$ cat src/shared/cssel_map.svh
// Purpose: offsets, field positions, reset values and counts for the
//          clock source and start-up select block
// Assumes: APB byte addresses, one 32-bit word per register
// Notes:   definitions only
`ifndef CSSEL_MAP_SVH
`define CSSEL_MAP_SVH

`define CSSEL_OFF_TRIM        12'h000
`define CSSEL_OFF_CFG         12'h004
`define CSSEL_OFF_STATUS      12'h008
`define CSSEL_OFF_CTRL        12'h00C

`define CSSEL_CLOCK_SOURCE_SELECT_FIELD_DEFAULT   4'h1
`define CSSEL_SUT_DEFAULT     2'h2

`define CSSEL_CLOCK_SOURCE_SELECT_FIELD_EXT_CLK   4'h0
`define CSSEL_CLOCK_SOURCE_SELECT_FIELD_IRC_LO    4'h1
`define CSSEL_CLOCK_SOURCE_SELECT_FIELD_IRC_HI    4'h4
`define CSSEL_CLOCK_SOURCE_SELECT_FIELD_ERC_LO    4'h5
`define CSSEL_CLOCK_SOURCE_SELECT_FIELD_ERC_HI    4'h8

`define CSSEL_CK_SHORT        5'h06
`define CSSEL_CK_LONG         5'h12

`define CSSEL_DLY_SHORT_MS_X10 41
`define CSSEL_DLY_LONG_MS     65
`define CSSEL_WDT_SHORT       17'h01000
`define CSSEL_WDT_LONG        17'h10000

`define CSSEL_CTRL_WAKE_BIT   0
`define CSSEL_CTRL_SLEEP_BIT  1

`endif

$ cat src/shared/cssel_pkg.sv
// Purpose: types for the clock source and start-up select block
// Assumes: nothing beyond the map header
// Notes:   source and sequencer state enumerations
package cssel_pkg;

  typedef enum logic [1:0] {
    CSSEL_SRC_EXT_CLK,
    CSSEL_SRC_INT_RC,
    CSSEL_SRC_EXT_RC,
    CSSEL_SRC_OTHER
  } cssel_src_t;

  typedef enum logic [2:0] {
    CSSEL_ST_RESET_DLY,
    CSSEL_ST_OSC_CK,
    CSSEL_ST_RUN,
    CSSEL_ST_SLEEP,
    CSSEL_ST_HALT
  } cssel_state_t;

endpackage

$ cat src/verilog/cssel_top.sv
// Purpose: clock source decode, start-up sequencing and oscillator trim
// Assumes: osc_tick and wdt_tick are one-cycle pulses synchronous to pclk
// Notes:   fuse fields and the factory byte are sampled after reset release
//          decode outputs hold their reset values until then
//          halt is final until the next reset
//          sleep is honoured only in run, wake only in sleep
//          reset delays count watchdog ticks; their rate sets the time
//
// Summary of operation
// codes 0101..1000 select external RC, four frequency bands.
// external RC start-up: 18, 18+4.1ms, 18+65ms, 6+4.1ms by code.
// codes 0001..0100 select internal RC at 1, 2, 4, 8 MHz.
// shipped default is source code 0001 and start-up code 10.
// internal RC start-up: 6, 6+4.1ms, 6+65ms; code 11 reserved.
// factory calibration byte loads into trim register at every reset.
// watchdog and reset delay are timed from the watchdog oscillator.
// trim register is 8-bit read/write; higher value, higher frequency.
// software keeps trim within 10% above nominal while writing memories.
// code 0000 selects external clock on the clock input pin.
// external clock start-up: 6, 6+4.1ms, 6+65ms; code 11 reserved.
// external clock varies at most 2% per cycle outside reset.
// reset delays are 4096 and 65536 watchdog oscillator cycles.
// wake from deep sleep applies the same selected start-up period; here only the oscillator count reruns, without the reset delay.
// count selected oscillator cycles, gate core clock until done.
// other source codes are handed to the crystal oscillator block.
//
// Design decisions made here: the placing of the registers and the APB slave port.
`include "cssel_map.svh"

module cssel_top
  import cssel_pkg::*;
(
  input  wire logic        pclk,
  input  wire logic        presetn,
  input  wire logic        psel,
  input  wire logic        penable,
  input  wire logic        pwrite,
  input  wire logic [11:0] paddr,
  input  wire logic [31:0] pwdata,
  output logic      [31:0] prdata,
  output logic             pready,
  output logic             pslverr,
  input  wire logic [3:0]  clock_source_select_field,
  input  wire logic [1:0]  startup_time_field,
  input  wire logic [7:0]  factory_trim,
  input  wire logic        osc_tick,
  input  wire logic        wdt_tick,
  output logic [7:0]       trim_value,
  output logic [1:0]       osc_source,
  output logic [1:0]       freq_band,
  output logic             core_clk_en,
  output logic             xtal_select,
  output logic [3:0]       xtal_code
);

  ////////////////////////////////////////////////////////////////////////
  // decode of the source code
  // codes from 1001 up belong to the crystal oscillator block
  function automatic cssel_src_t cssel_decode(input logic [3:0] code);
    if (code == `CSSEL_CLOCK_SOURCE_SELECT_FIELD_EXT_CLK)
      return CSSEL_SRC_EXT_CLK;
    else if (code >= `CSSEL_CLOCK_SOURCE_SELECT_FIELD_IRC_LO && code <= `CSSEL_CLOCK_SOURCE_SELECT_FIELD_IRC_HI)
      return CSSEL_SRC_INT_RC;
    else if (code >= `CSSEL_CLOCK_SOURCE_SELECT_FIELD_ERC_LO && code <= `CSSEL_CLOCK_SOURCE_SELECT_FIELD_ERC_HI)
      return CSSEL_SRC_EXT_RC;
    else
      return CSSEL_SRC_OTHER;
  endfunction

  logic [3:0]   clock_source_select_field_r;
  logic [1:0]   sut_r;
  logic         fuse_loaded_r;
  logic [7:0]   trim_r;
  logic [7:0]   trim_nxt;
  cssel_state_t state_r;
  cssel_state_t state_nxt;
  logic [16:0]  wdt_cnt_r;
  logic [16:0]  wdt_cnt_nxt;
  logic [4:0]   ck_cnt_r;
  logic [4:0]   ck_cnt_nxt;
  logic [31:0]  prdata_r;
  logic         pready_r;
  logic         pslverr_r;
  logic         clk_en_r;
  logic [1:0]   src_out_r;
  logic [1:0]   band_r;
  logic         xsel_r;
  logic [3:0]   xcode_r;

  ////////////////////////////////////////////////////////////////////////
  // start-up table lookup
  wire cssel_src_t src_w     = cssel_decode(clock_source_select_field_r);
  wire logic       is_erc    = src_w == CSSEL_SRC_EXT_RC;
  wire logic       other_w   = src_w == CSSEL_SRC_OTHER;
  // start-up code decode
  wire logic       sut_none  = sut_r == 2'h0;
  wire logic       sut_short = sut_r == 2'h1;
  wire logic       sut_long  = sut_r == 2'h2;
  wire logic       sut_alt   = sut_r == 2'h3;
  // code 11 only has a meaning for the external RC source
  wire logic       sut_rsvd  = !is_erc && sut_alt;
  // ext rc count
  wire logic [4:0] erc_ck    = sut_alt ? `CSSEL_CK_SHORT : `CSSEL_CK_LONG;
  // six cycles
  wire logic [4:0] ck_need   = is_erc ? erc_ck : `CSSEL_CK_SHORT;
  // delay lengths
  wire logic [16:0] dly_need =
      sut_none              ? 17'h00000 :
      sut_long              ? `CSSEL_WDT_LONG :
      (is_erc || sut_short) ? `CSSEL_WDT_SHORT :
                              17'h00000;
  // band select
  // band is the code's offset within its source
  wire logic [1:0] band_w   =
      (src_w == CSSEL_SRC_EXT_RC) ? 2'(clock_source_select_field_r - `CSSEL_CLOCK_SOURCE_SELECT_FIELD_ERC_LO) :
      (src_w == CSSEL_SRC_INT_RC) ? 2'(clock_source_select_field_r - `CSSEL_CLOCK_SOURCE_SELECT_FIELD_IRC_LO) :
                                    2'h0;

  ////////////////////////////////////////////////////////////////////////
  // apb decode
  wire logic       acc     = psel && penable;
  wire logic       hit_tr  = paddr == `CSSEL_OFF_TRIM;
  wire logic       hit_cfg = paddr == `CSSEL_OFF_CFG;
  wire logic       hit_st  = paddr == `CSSEL_OFF_STATUS;
  wire logic       hit_ct  = paddr == `CSSEL_OFF_CTRL;
  wire logic       mapped  = hit_tr || hit_cfg || hit_st || hit_ct;
  wire logic       wr_tr   = acc && pwrite && hit_tr;
  wire logic       wr_ct   = acc && pwrite && hit_ct;
  wire logic       req_slp = wr_ct && pwdata[`CSSEL_CTRL_SLEEP_BIT];
  wire logic       req_wak = wr_ct && pwdata[`CSSEL_CTRL_WAKE_BIT];
  wire logic [31:0] trim_word = {24'h000000, trim_r};
  wire logic [31:0] cfg_word  = {26'h0000000, sut_r, clock_source_select_field_r};
  // status: reserved start-up code, source, sequencer state, clock gate
  wire logic [31:0] stat_word = {25'h0000000, sut_rsvd, src_w, state_r,
                                 clk_en_r};
  wire logic [31:0] rd_mux =
      hit_tr  ? trim_word :
      hit_cfg ? cfg_word :
      hit_st  ? stat_word :
                32'h00000000;

  // unmapped address answers with an error and zero data
  wire logic        setup_w  = psel && !penable;
  wire logic        perr_nxt = setup_w && !mapped;
  wire logic [31:0] prd_nxt  = (setup_w && !pwrite) ? rd_mux
                                                    : 32'h00000000;

  ////////////////////////////////////////////////////////////////////////
  // counter steps
  // the compares close each phase, so the sums never wrap
  // reset delay reached
  wire logic        wdt_done = wdt_cnt_r >= dly_need;
  // oscillator count reached
  wire logic        ck_done  = ck_cnt_r >= ck_need;
  wire logic [16:0] wdt_inc  = 17'(wdt_cnt_r + 17'h00001);
  wire logic [4:0]  ck_inc   = 5'(ck_cnt_r + 5'h01);

  ////////////////////////////////////////////////////////////////////////
  // sequencer
  always_comb begin
    state_nxt   = state_r;
    wdt_cnt_nxt = wdt_cnt_r;
    ck_cnt_nxt  = ck_cnt_r;
    case (state_r)
      CSSEL_ST_RESET_DLY: begin
        // watchdog timed
        // the delay length is only known once the fields are latched
        if (!fuse_loaded_r) begin
          wdt_cnt_nxt = 17'h00000;
        end else if (wdt_done) begin
          state_nxt  = CSSEL_ST_OSC_CK;
          ck_cnt_nxt = 5'h00;
        end else if (wdt_tick) begin
          wdt_cnt_nxt = wdt_inc;
        end
      end
      CSSEL_ST_OSC_CK: begin
        // count oscillator
        // an unknown source or a reserved code never releases the core
        if (other_w || sut_rsvd) begin
          state_nxt = CSSEL_ST_HALT;
        end else if (ck_done) begin
          state_nxt = CSSEL_ST_RUN;
        end else if (osc_tick) begin
          ck_cnt_nxt = ck_inc;
        end
      end
      CSSEL_ST_RUN: begin
        // a wake request here has no effect
        if (req_slp) begin
          state_nxt = CSSEL_ST_SLEEP;
        end
      end
      CSSEL_ST_SLEEP: begin
        // wake start-up
        // only the oscillator count reruns, not the reset delay
        if (req_wak) begin
          state_nxt  = CSSEL_ST_OSC_CK;
          ck_cnt_nxt = 5'h00;
        end
      end
      CSSEL_ST_HALT: begin
        // left only through reset
        state_nxt = CSSEL_ST_HALT;
      end
      default: begin
        state_nxt = CSSEL_ST_RESET_DLY;
      end
    endcase
  end

  // trim write
  // a write in the load edge is lost: the factory byte wins
  assign trim_nxt = wr_tr ? pwdata[7:0] : trim_r;

  ////////////////////////////////////////////////////////////////////////
  // output next values
  // decode outputs keep their reset value until the fields are latched,
  // so the far side never sees the shipped default decoded for a cycle
  logic       clk_en_nxt;
  logic [1:0] src_out_nxt;
  logic [1:0] band_nxt;
  logic       xsel_nxt;
  logic [3:0] xcode_nxt;

  // gate core clock
  assign clk_en_nxt  = state_nxt == CSSEL_ST_RUN;
  // external clock
  assign src_out_nxt = fuse_loaded_r ? src_w : 2'h0;
  assign band_nxt    = fuse_loaded_r ? band_w : 2'h0;
  // hand to crystal
  assign xsel_nxt    = fuse_loaded_r && other_w;
  assign xcode_nxt   = xsel_nxt ? clock_source_select_field_r : 4'h0;

  ////////////////////////////////////////////////////////////////////////
  // registers
  always_ff @(posedge pclk or negedge presetn) begin
    if (!presetn) begin
      // shipped defaults
      clock_source_select_field_r       <= `CSSEL_CLOCK_SOURCE_SELECT_FIELD_DEFAULT;
      sut_r         <= `CSSEL_SUT_DEFAULT;
      fuse_loaded_r <= 1'b0;
      trim_r        <= 8'h00;
    end else if (!fuse_loaded_r) begin
      // factory trim load
      // fields are taken once; later pin changes wait for a reset
      clock_source_select_field_r       <= clock_source_select_field;
      sut_r         <= startup_time_field;
      fuse_loaded_r <= 1'b1;
      trim_r        <= factory_trim;
    end else begin
      trim_r        <= trim_nxt;
    end
  end

  always_ff @(posedge pclk or negedge presetn) begin
    if (!presetn) begin
      state_r   <= CSSEL_ST_RESET_DLY;
      wdt_cnt_r <= 17'h00000;
      ck_cnt_r  <= 5'h00;
    end else begin
      state_r   <= state_nxt;
      wdt_cnt_r <= wdt_cnt_nxt;
      ck_cnt_r  <= ck_cnt_nxt;
    end
  end

  always_ff @(posedge pclk or negedge presetn) begin
    if (!presetn) begin
      clk_en_r  <= 1'b0;
      src_out_r <= 2'h0;
      band_r    <= 2'h0;
      xsel_r    <= 1'b0;
      xcode_r   <= 4'h0;
    end else begin
      clk_en_r  <= clk_en_nxt;
      src_out_r <= src_out_nxt;
      band_r    <= band_nxt;
      xsel_r    <= xsel_nxt;
      xcode_r   <= xcode_nxt;
    end
  end

  ////////////////////////////////////////////////////////////////////////
  // apb response: no wait state, answer registered at the setup cycle's closing edge
  always_ff @(posedge pclk or negedge presetn) begin
    if (!presetn) begin
      prdata_r  <= 32'h00000000;
      pready_r  <= 1'b0;
      pslverr_r <= 1'b0;
    end else begin
      pready_r  <= setup_w;
      pslverr_r <= perr_nxt;
      prdata_r  <= prd_nxt;
    end
  end

  assign prdata      = prdata_r;
  assign pready      = pready_r;
  assign pslverr     = pslverr_r;
  assign trim_value  = trim_r;
  assign osc_source  = src_out_r;
  assign freq_band   = band_r;
  assign core_clk_en = clk_en_r;
  assign xtal_select = xsel_r;
  assign xtal_code   = xcode_r;

endmodule
$ cat config.mk
export PLATFORM = sky130hd
export DESIGN_NAME = cssel_top
export DESIGN_NICKNAME = d
export VERILOG_FILES = /design/src/shared/cssel_pkg.sv /design/src/verilog/cssel_top.sv
export VERILOG_INCLUDE_DIRS = /design/src /design/src/shared
export SDC_FILE = /design/constraint.sdc
export NUM_CORES = 1
export LEC_CHECK = 0
export ABC_CLOCK_PERIOD_IN_PS = 4750
export BUFFER_PORTS_ARGS = -buffer_cell sky130_fd_sc_hd__buf_2
export CORE_MARGIN = 5
export CORE_UTILIZATION = 51
export CTS_CLUSTER_SIZE = 30
export DETAILED_ROUTE_END_ITERATION = 16
export GPL_TIMING_DRIVEN = 0
export PLACE_DENSITY_LB_ADDON = 0.25
export SLEW_MARGIN = 20
export SYNTH_ARGS = -nofsm -noshare
export SYNTH_HDL_FRONTEND = slang
export SYNTH_SLANG_ARGS = --single-unit
$ cat constraint.sdc
create_clock -name pclk -period 4.75 [get_ports pclk]
set_input_delay 0.2375 -clock pclk [delete_from_list [all_inputs] [get_ports pclk]]
set_output_delay 0.2375 -clock pclk [all_outputs]
set_load 0.01 [all_outputs]
==> flow_summary_export.csv, run 1 <==
group,metric,value,unit
outcome,outcome,"complete, no violations",
synthesis,ys_types,54,
setup_path,worstPathCellList,"inv_1 > ha_1 > nor2b_1 > a31oi_1 > a21o_1 > a21boi_0 > ha_1 > or4b_4 > a2111oi_4 > o211ai_2 > buf_6 > or3_1 > a21oi_1",
synthesis,synth_seq_cells,60,
setup_path,endpoint,"wdt_cnt_r[12]",
sta,worstMarginPinSlew,780.7,ps
sta,tns,0,ps
routing,drt_pass1_iterations,5,
layout,mostFrequentLayoutCells,"67 x buf_2, 58 x dfrtp_1, 30 x nor2_1, 27 x buf_4, 25 x conb_1",
sta,holdWs,125.5,ps
setup_path,end_kind,"register",
layout,finalNetCount,537,
sta,finalHoldViolCount,0,
routing,via_per_inst,5.462,
global_routing,grt_overflow,0,
synthesis,netlist_area,3402,um^2
floorplanning,design.core.area,6422,um^2
clocking,post-cts-setup-buffer-count,0,
synthesis,async_reset_ff_share,100.0,%
routing,drt-total-wl,8040,um
floorplanning,ioPinCount,117,
clocking,cts_resized,0,
routing,ant_nets,0,
setup_path,worstSetupStartpointType,"register",
pwr,vdd_drop_max,191.8,uV
setup_path,r2r.worst_path.cells,13,
routing,routedWlPerCell,14.81,um
placement,gp_congestion,0.8542,
routing,drc,0,
clocking,hold_buffers,1,
synthesis,seq_area_frac_synth,44.21,%
clocking,cts_buffers,9,
setup_path,cp-startpoint,"clock_source_select_field_r[0]",
global_routing,grt_max_degree,61,
placement,hpwl,5942,um
pwr,power_density,342.6,nW/um^2
clocking,clk_path_buf_depth,2,
clocking,cts-htree-levels,3,
pwr,p_leak,2.028,nW
placement,portBuffers,67,
layout,multi_input_area,1657,um^2
global_routing,grt_pass1_wl,13180,um
setup_path,crit_type,"register to register",
clocking,clock-root-buffer,"clkbuf_8",
global_routing,first_global_vias,2816,
synthesis,synthFlopType,"dfrtp_1",
layout,area_growth,21.37,%
clocking,clock_latency,340,ps
global_routing,antenna_found_initial,0,
setup_path,crit_fanout,10,
layout,final_common_cell,"buf_2",
setup_path,r2r_start,"clock_source_select_field_r[0]",
layout,fin_util,64.29,%
clocking,path_clk_slew,70,ps
layout,layout-drive-gt1-share,26.39,%
floorplanning,die_x,91.68,um
hold_path,hp-class,"input port to register",
sta,maxSlewHeadroom,47.95,%
setup_path,crit_required,5010,ps
routing,num_vias,2966,
sta,period_needed,3814,ps
clocking,clkSinkCount,60,
floorplanning,initial_core_util,52.97,%
setup_path,rrSetupSlack,940,ps
synthesis,synth_cells,359,
synthesis,yosysWarnings,0,
synthesis,synth_enable_flop_cells,0,
pwr,finalPower,0.001414,W
sta,rsz0062_at_grt,"no",
setup_path,critPathArrivalTime,4080,ps
global_routing,grt_use_total,19.61,%
floorplanning,die_h,91.68,um
setup_path,cpMaxStageDelayCell,"dfstp_2",
layout,fill_cells,551,
sta,finalClockSkew,9.174,ps
setup_path,cpMostUsedCell,"ha_1",
setup_path,cpPeakStageDelay,550,ps
layout,register_area,1504,um^2
sta,finalCritPeriodShare,80.29,%
synthesis,synth.avg_cell_area,9.476,um^2
sta,fmax,262.2,MHz
clocking,cts_tree,"yes",
routing,first_iter_violations,159,
sta,setup_viol,0,
floorplanning,rows,29,
setup_path,worstReg2RegEnd,"wdt_cnt_r[12]",
sta,drv_slew,0,
layout,diodes,0,
flow_run,cap_violations,0,
floorplanning,die_area,8404,um^2
[power by group]
| part | internal [W] | switching (W) | leakage [nW] |
|---|---|---|---|
| Clock | 0.000272 | 0.000191 | 0.0979 |
| Sequential | 0.000566 | 0.0000541 | 0.736 |
| Combinational | 0.000151 | 0.000181 | 1.19 |
[sequential cells by signal, indices dropped and copies added (netlist names), 2 cells and up]
name / cells
wdt_cnt_r: 17
ck_cnt_r: 5
prdata: 8
sut_r: 2
clock_source_select_field_r: 4
xtal_code: 4
osc_source: 2
trim_value: 8
state_r: 3
freq_band: 2
[how the worst min path moves through the flow]
stage                                  from                              to  depth (start not counted)
2_1_floorplan                       presetn                     ck_cnt_r[0]                          0
3_3_place_gp   clock_source_select_field[2]  clock_source_select_field_r[2]                          2
3_5_place_dp                        presetn                   wdt_cnt_r[14]                          1
4_1_cts               startup_time_field[0]                        sut_r[0]                          2
5_1_grt        clock_source_select_field[2]  clock_source_select_field_r[2]                          2
6_report              startup_time_field[0]                        sut_r[0]                          2
[layer usage]
metal  track usage, %  vias to the layer above  part of all wire (%)
met5                0                        -                     0
met4            9.045                        0                   1.9
met3            4.337                       15                   9.7
met2            30.13                      132                    46
met1            26.52                     1376                    43
li1                 -                     1443                     -
[stage by stage]
stage	cells	cell area [um^2]	worst slack (ps)
CTS	543	4129	960.1
detailed placement	526	3923	969.0
finish	543	4129	936.4
global route	543	4129	734.4
floorplan	382	3488	1426
global placement	526	3920	1000
[cells by family after synthesis]
| group | synth area share (%) |
|---|---|
| DFF | 44.21 |
| buffers and inverters | 9.636 |
| muxes | 4.965 |
| AOI/OAI and AO/OA | 15.63 |
| xor gates and xnor gates | 0.5150 |
| and+or+nand+nor | 20.78 |
| other | 0.2208 |
| adders and majority gates | 4.046 |
[worst max-delay path: cells and delay by family, from the launching register on]
| kind | cells | cell delay, ps |
|---|---|---|
| compound gates | 6 | 1480 |
| simple gates | 3 | 1000 |
| flops | 1 | 550 |
| fa+ha+maj | 2 | 410 |
| buf+inv | 2 | 300 |
[synth_stat cells (all sizes together), types with 3 or more instances]
cell type   n  area [um^2]
dfrtp      58         1451
nor2       30        112.6
buf        28        211.5
nand2      22        82.58
inv        21        78.83
a21oi      20        100.1
o211ai     17        132.6
nand3      16        80.08
o21ai      14        73.82
or4        12        90.09
ha         11        137.6
clkbuf     10        37.54
mux2i       9        90.09
nand2b      9        56.30
nor2b       8        50.05
nor3        8        40.04
or3         8        50.05
mux2        7        78.83
a31oi       4        25.02
nor4b       4        35.03
a2111oi     3        45.05
a21o        3        22.52
nand4       3        18.77
[area by class of cell]
| cell class | count | share of cell area, % |
|---|---|---|
| plain buffers | 38 | 6.030 |
| clock buffers | 15 | 4.030 |
| well taps | 77 | 2.333 |
| clock inverters | 1 | 0.7273 |
| flip-flops and latches | 60 | 36.42 |
| inverters | 21 | 1.909 |
| repair buffers | 68 | 8.424 |
| multi-input cells | 263 | 40.12 |
Power figures use the tool's default switching activity.
==> run 2, diff against run 1 <==
--- a/config.mk
+++ b/config.mk
@@ -6,7 +6,7 @@
 export SDC_FILE = /design/constraint.sdc
 export NUM_CORES = 1
 export LEC_CHECK = 0
-export ABC_CLOCK_PERIOD_IN_PS = 4750
+export ABC_CLOCK_PERIOD_IN_PS = 3890
 export BUFFER_PORTS_ARGS = -buffer_cell sky130_fd_sc_hd__buf_2
 export CORE_MARGIN = 5
 export CORE_UTILIZATION = 51
==> constraint.sdc (replaced) <==
create_clock -name pclk -period 3.89 [get_ports pclk]
set_input_delay 0.1945 -clock pclk [delete_from_list [all_inputs] [get_ports pclk]]
set_output_delay 0.1945 -clock pclk [all_outputs]
set_load 0.01 [all_outputs]
==> flow_summary_export.csv, run 2 (same netlist as run 1, synthesis figures left out) <==
group,metric,value,unit
clocking,clk_path_buf_depth,2,
floorplanning,ioPinCount,117,
setup_path,worstPathCellList,"inv_1 > ha_1 > nor2b_2 > a31oi_2 > a21o_1 > a21boi_0 > ha_1 > or4b_4 > a2111oi_1 > o21ai_1 > buf_2 > or3_1 > a21oi_1",
clocking,path_clk_slew,70,ps
setup_path,worstSetupStartpointType,"register",
layout,final_common_cell,"buf_2",
floorplanning,rows,29,
global_routing,first_global_vias,2816,
layout,area_growth,22.36,%
setup_path,end_kind,"register",
global_routing,grt_max_degree,61,
setup_path,cpMostUsedCell,"ha_1",
pwr,p_leak,2.034,nW
global_routing,grt_overflow,0,
sta,setup_viol,0,
routing,drt-total-wl,8164,um
setup_path,crit_required,4160,ps
routing,first_iter_violations,183,
placement,gp_congestion,0.8542,
clocking,cts-htree-levels,3,
sta,maxSlewHeadroom,46.39,%
setup_path,crit_type,"register to register",
layout,top_register,"wdt_cnt_r",
clocking,clock_latency,340,ps
global_routing,grt_use_total,19.61,%
pwr,vdd_drop_max,233.5,uV
sta,tns,0,ps
clocking,clkSinkCount,60,
floorplanning,die_area,8404,um^2
floorplanning,die_x,91.68,um
clocking,cts_tree,"yes",
placement,place_area,3923,um^2
placement,portBuffers,67,
routing,drt-met1-wl,3524,um
hold_path,hp-class,"input port to register",
setup_path,crit_fanout,10,
routing,highest_layer,"met4",
sta,finalHoldViolCount,0,
routing,ant_nets,0,
pwr,power_density,417.0,nW/um^2
sta,fmax,267.8,MHz
routing,drc,0,
layout,final_area,4163,um^2
routing,routedWlPerCell,14.98,um
floorplanning,die_h,91.68,um
routing,route.met3.wl,684,um
layout,mostFrequentLayoutCells,"67 x buf_2, 58 x dfrtp_1, 30 x nor2_1, 29 x buf_4, 25 x conb_1",
setup_path,cpMaxStageDelayCell,"dfstp_2",
global_routing,antenna_found_initial,0,
setup_path,critPathArrivalTime,4000,ps
layout,layout-drive-gt1-share,27.14,%
routing,dr_wl_met2,3817,um
routing,drt_pass1_iterations,5,
sta,finalClockSkew,9.266,ps
outcome,outcome,"complete, no violations",
setup_path,cpPeakStageDelay,550,ps
sta,period_needed,3734,ps
sta,finalCritPeriodShare,95.99,%
layout,diodes,0,
floorplanning,initial_core_util,52.97,%
routing,via_per_inst,5.446,
clocking,clock-root-buffer,"clkbuf_8",
placement,hpwl,5942,um
global_routing,grt_pass1_wl,13180,um
layout,finalNetCount,539,
sta,drv_slew,0,
clocking,cts_buffers,9,
floorplanning,design.core.area,6422,um^2
layout,largest_reg_flops,17,
setup_path,path_buf_inv,2,
flow_run,cap_violations,0,
setup_path,critical-path-top-delay-family,"compound AO/OA/AOI/OAI gates",
sta,worstMarginPinSlew,804.2,ps
routing,num_vias,2968,
[run 2: cell types whose count changed in the layout (fill, tap and decap cells not counted)]
cell,change
nor2b_1,-1
buf_4,+2
o211ai_2,-1
a31oi_1,-1
a2111oi_0,-1
a2111oi_1,+1
nor2b_2,+1
a31oi_2,+1
o211ai_4,+1
[run 2: area by class of cell]
type                       instances  area [um^2]
multi-input combinational        263         1675
clock inverter                     1        30.03
inverter                          21        78.83
fill                             547         2260
clock buffer                      15        166.4
buffer                            38        249.0
sequential                        60         1504
timing repair buffer              70        362.8
tap                               77        96.34
[run 2: final timing paths]
check,start,endpoint,slack [ps],depth (start not counted)
min reg2reg,clock_source_select_field_r[0],freq_band[0],520,1
min in group asynchronous,presetn,wdt_cnt_r[14],460,2
max in group asynchronous,presetn,xtal_code[2],2940,2
max reg2reg,clock_source_select_field_r[0],wdt_cnt_r[13],160,13
max,clock_source_select_field_r[0],wdt_cnt_r[13],160,13
min,startup_time_field[0],sut_r[0],80,2
[run 2: per-layer routing]
layer | GRT usage [%] | vias up
li1 | - | 1446
met1 | 26.52 | 1384
met2 | 30.13 | 123
met3 | 4.337 | 15
met4 | 9.045 | 0
met5 | 0 | -
[run 2: per-stage QoR]
step | hold slack, ps | std cells | util (%) | power, W | setup WS [ps]
2_1_floorplan | -101.1 | 382 | - | 0.001038 | 566.1
3_3_place_gp | 427.1 | 526 | 61.04 | 0.001149 | 140.2
3_5_place_dp | 312.7 | 526 | 61.08 | 0.001166 | 109.0
4_1_cts | 72.38 | 543 | 64.29 | 0.001736 | 100.1
5_1_grt | 82.78 | 545 | 64.82 | 0.001832 | -39.94
6_report | 80.41 | 545 | 64.82 | 0.001736 | 156.0
[run 2: what timing repair did]
item                       4_1_cts  5_1_grt
hold buffers                     1        0
hold endpoints to repair        58        0
setup buffers                    0        2
setup endpoints to repair        0        6
resized for setup                0        4
[run 2: report_power, final]
part           switching [W]  leakage (nW)  internal [W]  total (W)
Combinational       0.000226          1.20      0.000186   0.000412
Sequential         0.0000652         0.735      0.000691   0.000756
Clock               0.000235        0.0979      0.000332   0.000567
Total               0.000527          2.03       0.00121    0.00174
==> run 3, diff against run 2 <==
--- a/config.mk
+++ b/config.mk
@@ -14,6 +14,7 @@
 export DETAILED_ROUTE_END_ITERATION = 16
 export GPL_TIMING_DRIVEN = 0
 export PLACE_DENSITY_LB_ADDON = 0.25
+export RECOVER_POWER = 50
 export SLEW_MARGIN = 20
 export SYNTH_ARGS = -nofsm -noshare
 export SYNTH_HDL_FRONTEND = slang
==> flow_summary_export.csv, run 3 (same netlist as run 1, synthesis figures left out) <==
group,metric,value,unit
layout,diodes,0,
setup_path,crit_required,4150,ps
sta,setup_viol,0,
sta,maxSlewHeadroom,4.457,%
setup_path,crit_type,"register to register",
sta,worstMarginPinSlew,1433,ps
layout,fill_cells,561,
global_routing,grt_overflow,0,
layout,final_common_cell,"dfrtp_1",
layout,register_area,1504,um^2
clocking,clkSinkCount,60,
routing,via_per_inst,5.420,
setup_path,rrSetupSlack,160,ps
layout,mostFrequentLayoutCells,"58 x dfrtp_1, 42 x clkbuf_1, 39 x buf_2, 30 x nor2_1, 28 x buf_4",
clocking,clock-root-buffer,"clkbuf_8",
layout,largest_reg_flops,17,
global_routing,grt_use_total,19.61,%
global_routing,antenna_found_initial,0,
clocking,cts-htree-levels,3,
routing,ant_nets,0,
layout,area_growth,21.26,%
layout,finalNetCount,539,
setup_path,cp-startpoint,"clock_source_select_field_r[0]",
floorplanning,rows,29,
setup_path,end_kind,"register",
placement,gp_congestion,0.8542,
sta,finalCritPeriodShare,95.96,%
floorplanning,die_x,91.68,um
clocking,cts_buffers,9,
global_routing,grt_pass1_wl,13180,um
sta,period_needed,3733,ps
sta,finalClockSkew,8.891,ps
global_routing,grt_max_degree,61,
layout,layout-drive-gt1-share,21.15,%
routing,num_vias,2954,
placement,placed_cells,526,
routing,routedWlPerCell,14.96,um
layout,final-instance-count-excl-fill,545,
setup_path,r2r_start,"clock_source_select_field_r[0]",
setup_path,worstSetupStartpointType,"register",
sta,finalHoldViolCount,0,
sta,drv_slew,0,
floorplanning,die_h,91.68,um
hold_path,hold_path_startpoint,"startup_time_field[0]",
setup_path,crit_fanout,10,
clocking,cts_tree,"yes",
floorplanning,initial_core_util,52.97,%
clocking,clk_path_buf_depth,2,
layout,multi_input_area,1675,um^2
flow_run,cap_violations,0,
floorplanning,die_area,8404,um^2
clocking,clock_latency,340,ps
pwr,power_density,418.6,nW/um^2
routing,first_iter_violations,179,
sta,fmax,267.9,MHz
routing,drt-total-wl,8154,um
pwr,finalPower,0.001727,W
routing,drc,0,
outcome,outcome,"complete, no violations",
layout,top_register,"wdt_cnt_r",
hold_path,hp-class,"input port to register",
pwr,vdd_drop_max,231.1,uV
routing,drt_pass1_iterations,5,
placement,hpwl,5942,um
pwr,p_leak,1.933,nW
floorplanning,ioPinCount,117,
floorplanning,design.core.area,6422,um^2
clocking,path_clk_slew,60,ps
placement,portBuffers,67,
global_routing,first_global_vias,2816,
setup_path,critPathArrivalTime,4000,ps
run 3: cell count changes in the layout (fill, tap and decap cells not counted):
cell and delta:
clkbuf_2 +1, buf_2 -28, clkbuf_1 +28, buf_4 -1
run 3: critical path: stages, from the launching register on:
cell and delay [ps]:
dfstp_2 550, inv_1 100, ha_1 260, nor2b_2 170
a31oi_2 170, a21o_1 260, a21boi_0 200, ha_1 160
or4b_4 490, a2111oi_1 400, o21ai_1 190, buf_2 230
or3_1 330, a21oi_1 150
run 3: cell type report:
type / instances / share of cell area, %
inverter: 21 / 1.911
clock inverter: 1 / 0.7279
timing repair buffer: 70 / 7.886
sequential: 60 / 36.46
buffer: 38 / 6.036
tap: 77 / 2.335
clock buffer: 15 / 4.034
multi-input combinational: 263 / 40.61
run 3: report_power, final:
part / switching [W] / leakage [nW] / internal [W]
combinational: 0.000226 / 1.10 / 0.000179
sequential: 0.0000657 / 0.735 / 0.000691
clock: 0.000233 / 0.0979 / 0.000332
run 3: worst paths after layout:
kind,to,depth (start not counted)
setup / recovery,wdt_cnt_r[13],13
hold / removal,sut_r[0],2
setup reg to reg,wdt_cnt_r[13],13
hold reg to reg,freq_band[0],1
max in group asynchronous,xtal_code[2],2
min in group asynchronous,wdt_cnt_r[14],2
run 3: through the flow:
| stage | hold slack, ps | TNS, ps | cell area (um^2) | util [%] | worst slack (ps) |
|---|---|---|---|---|---|
| after global routing | 82.78 | -102.3 | 4125 | 64.23 | -39.94 |
| after CTS | 72.38 | 0 | 4129 | 64.29 | 100.1 |
| after floorplan | -101.1 | 0 | 3488 | - | 566.1 |
| final | 84.00 | 0 | 4125 | 64.23 | 157.0 |
| after detailed placement | 312.7 | 0 | 3923 | 61.08 | 109.0 |
| after global placement | 427.1 | 0 | 3920 | 61.04 | 140.2 |
run 3: layer usage:
metal / up-vias / global-route usage, % / part of all wire (%)
li1: 1449 / - / -
met1: 1382 / 26.52 / 44
met2: 110 / 30.13 / 47
met3: 13 / 4.337 / 8.2
met4: 0 / 9.045 / 1.6
met5: - / 0 / 0
run 3: what timing repair did:
action / 4_1_cts / 5_1_grt
buffers inserted: 0 / 2
resized for setup: 0 / 4
endpoints found under the hold margin: 58 / 0
hold buffers: 1 / 0
endpoints found under the setup margin: 0 / 6
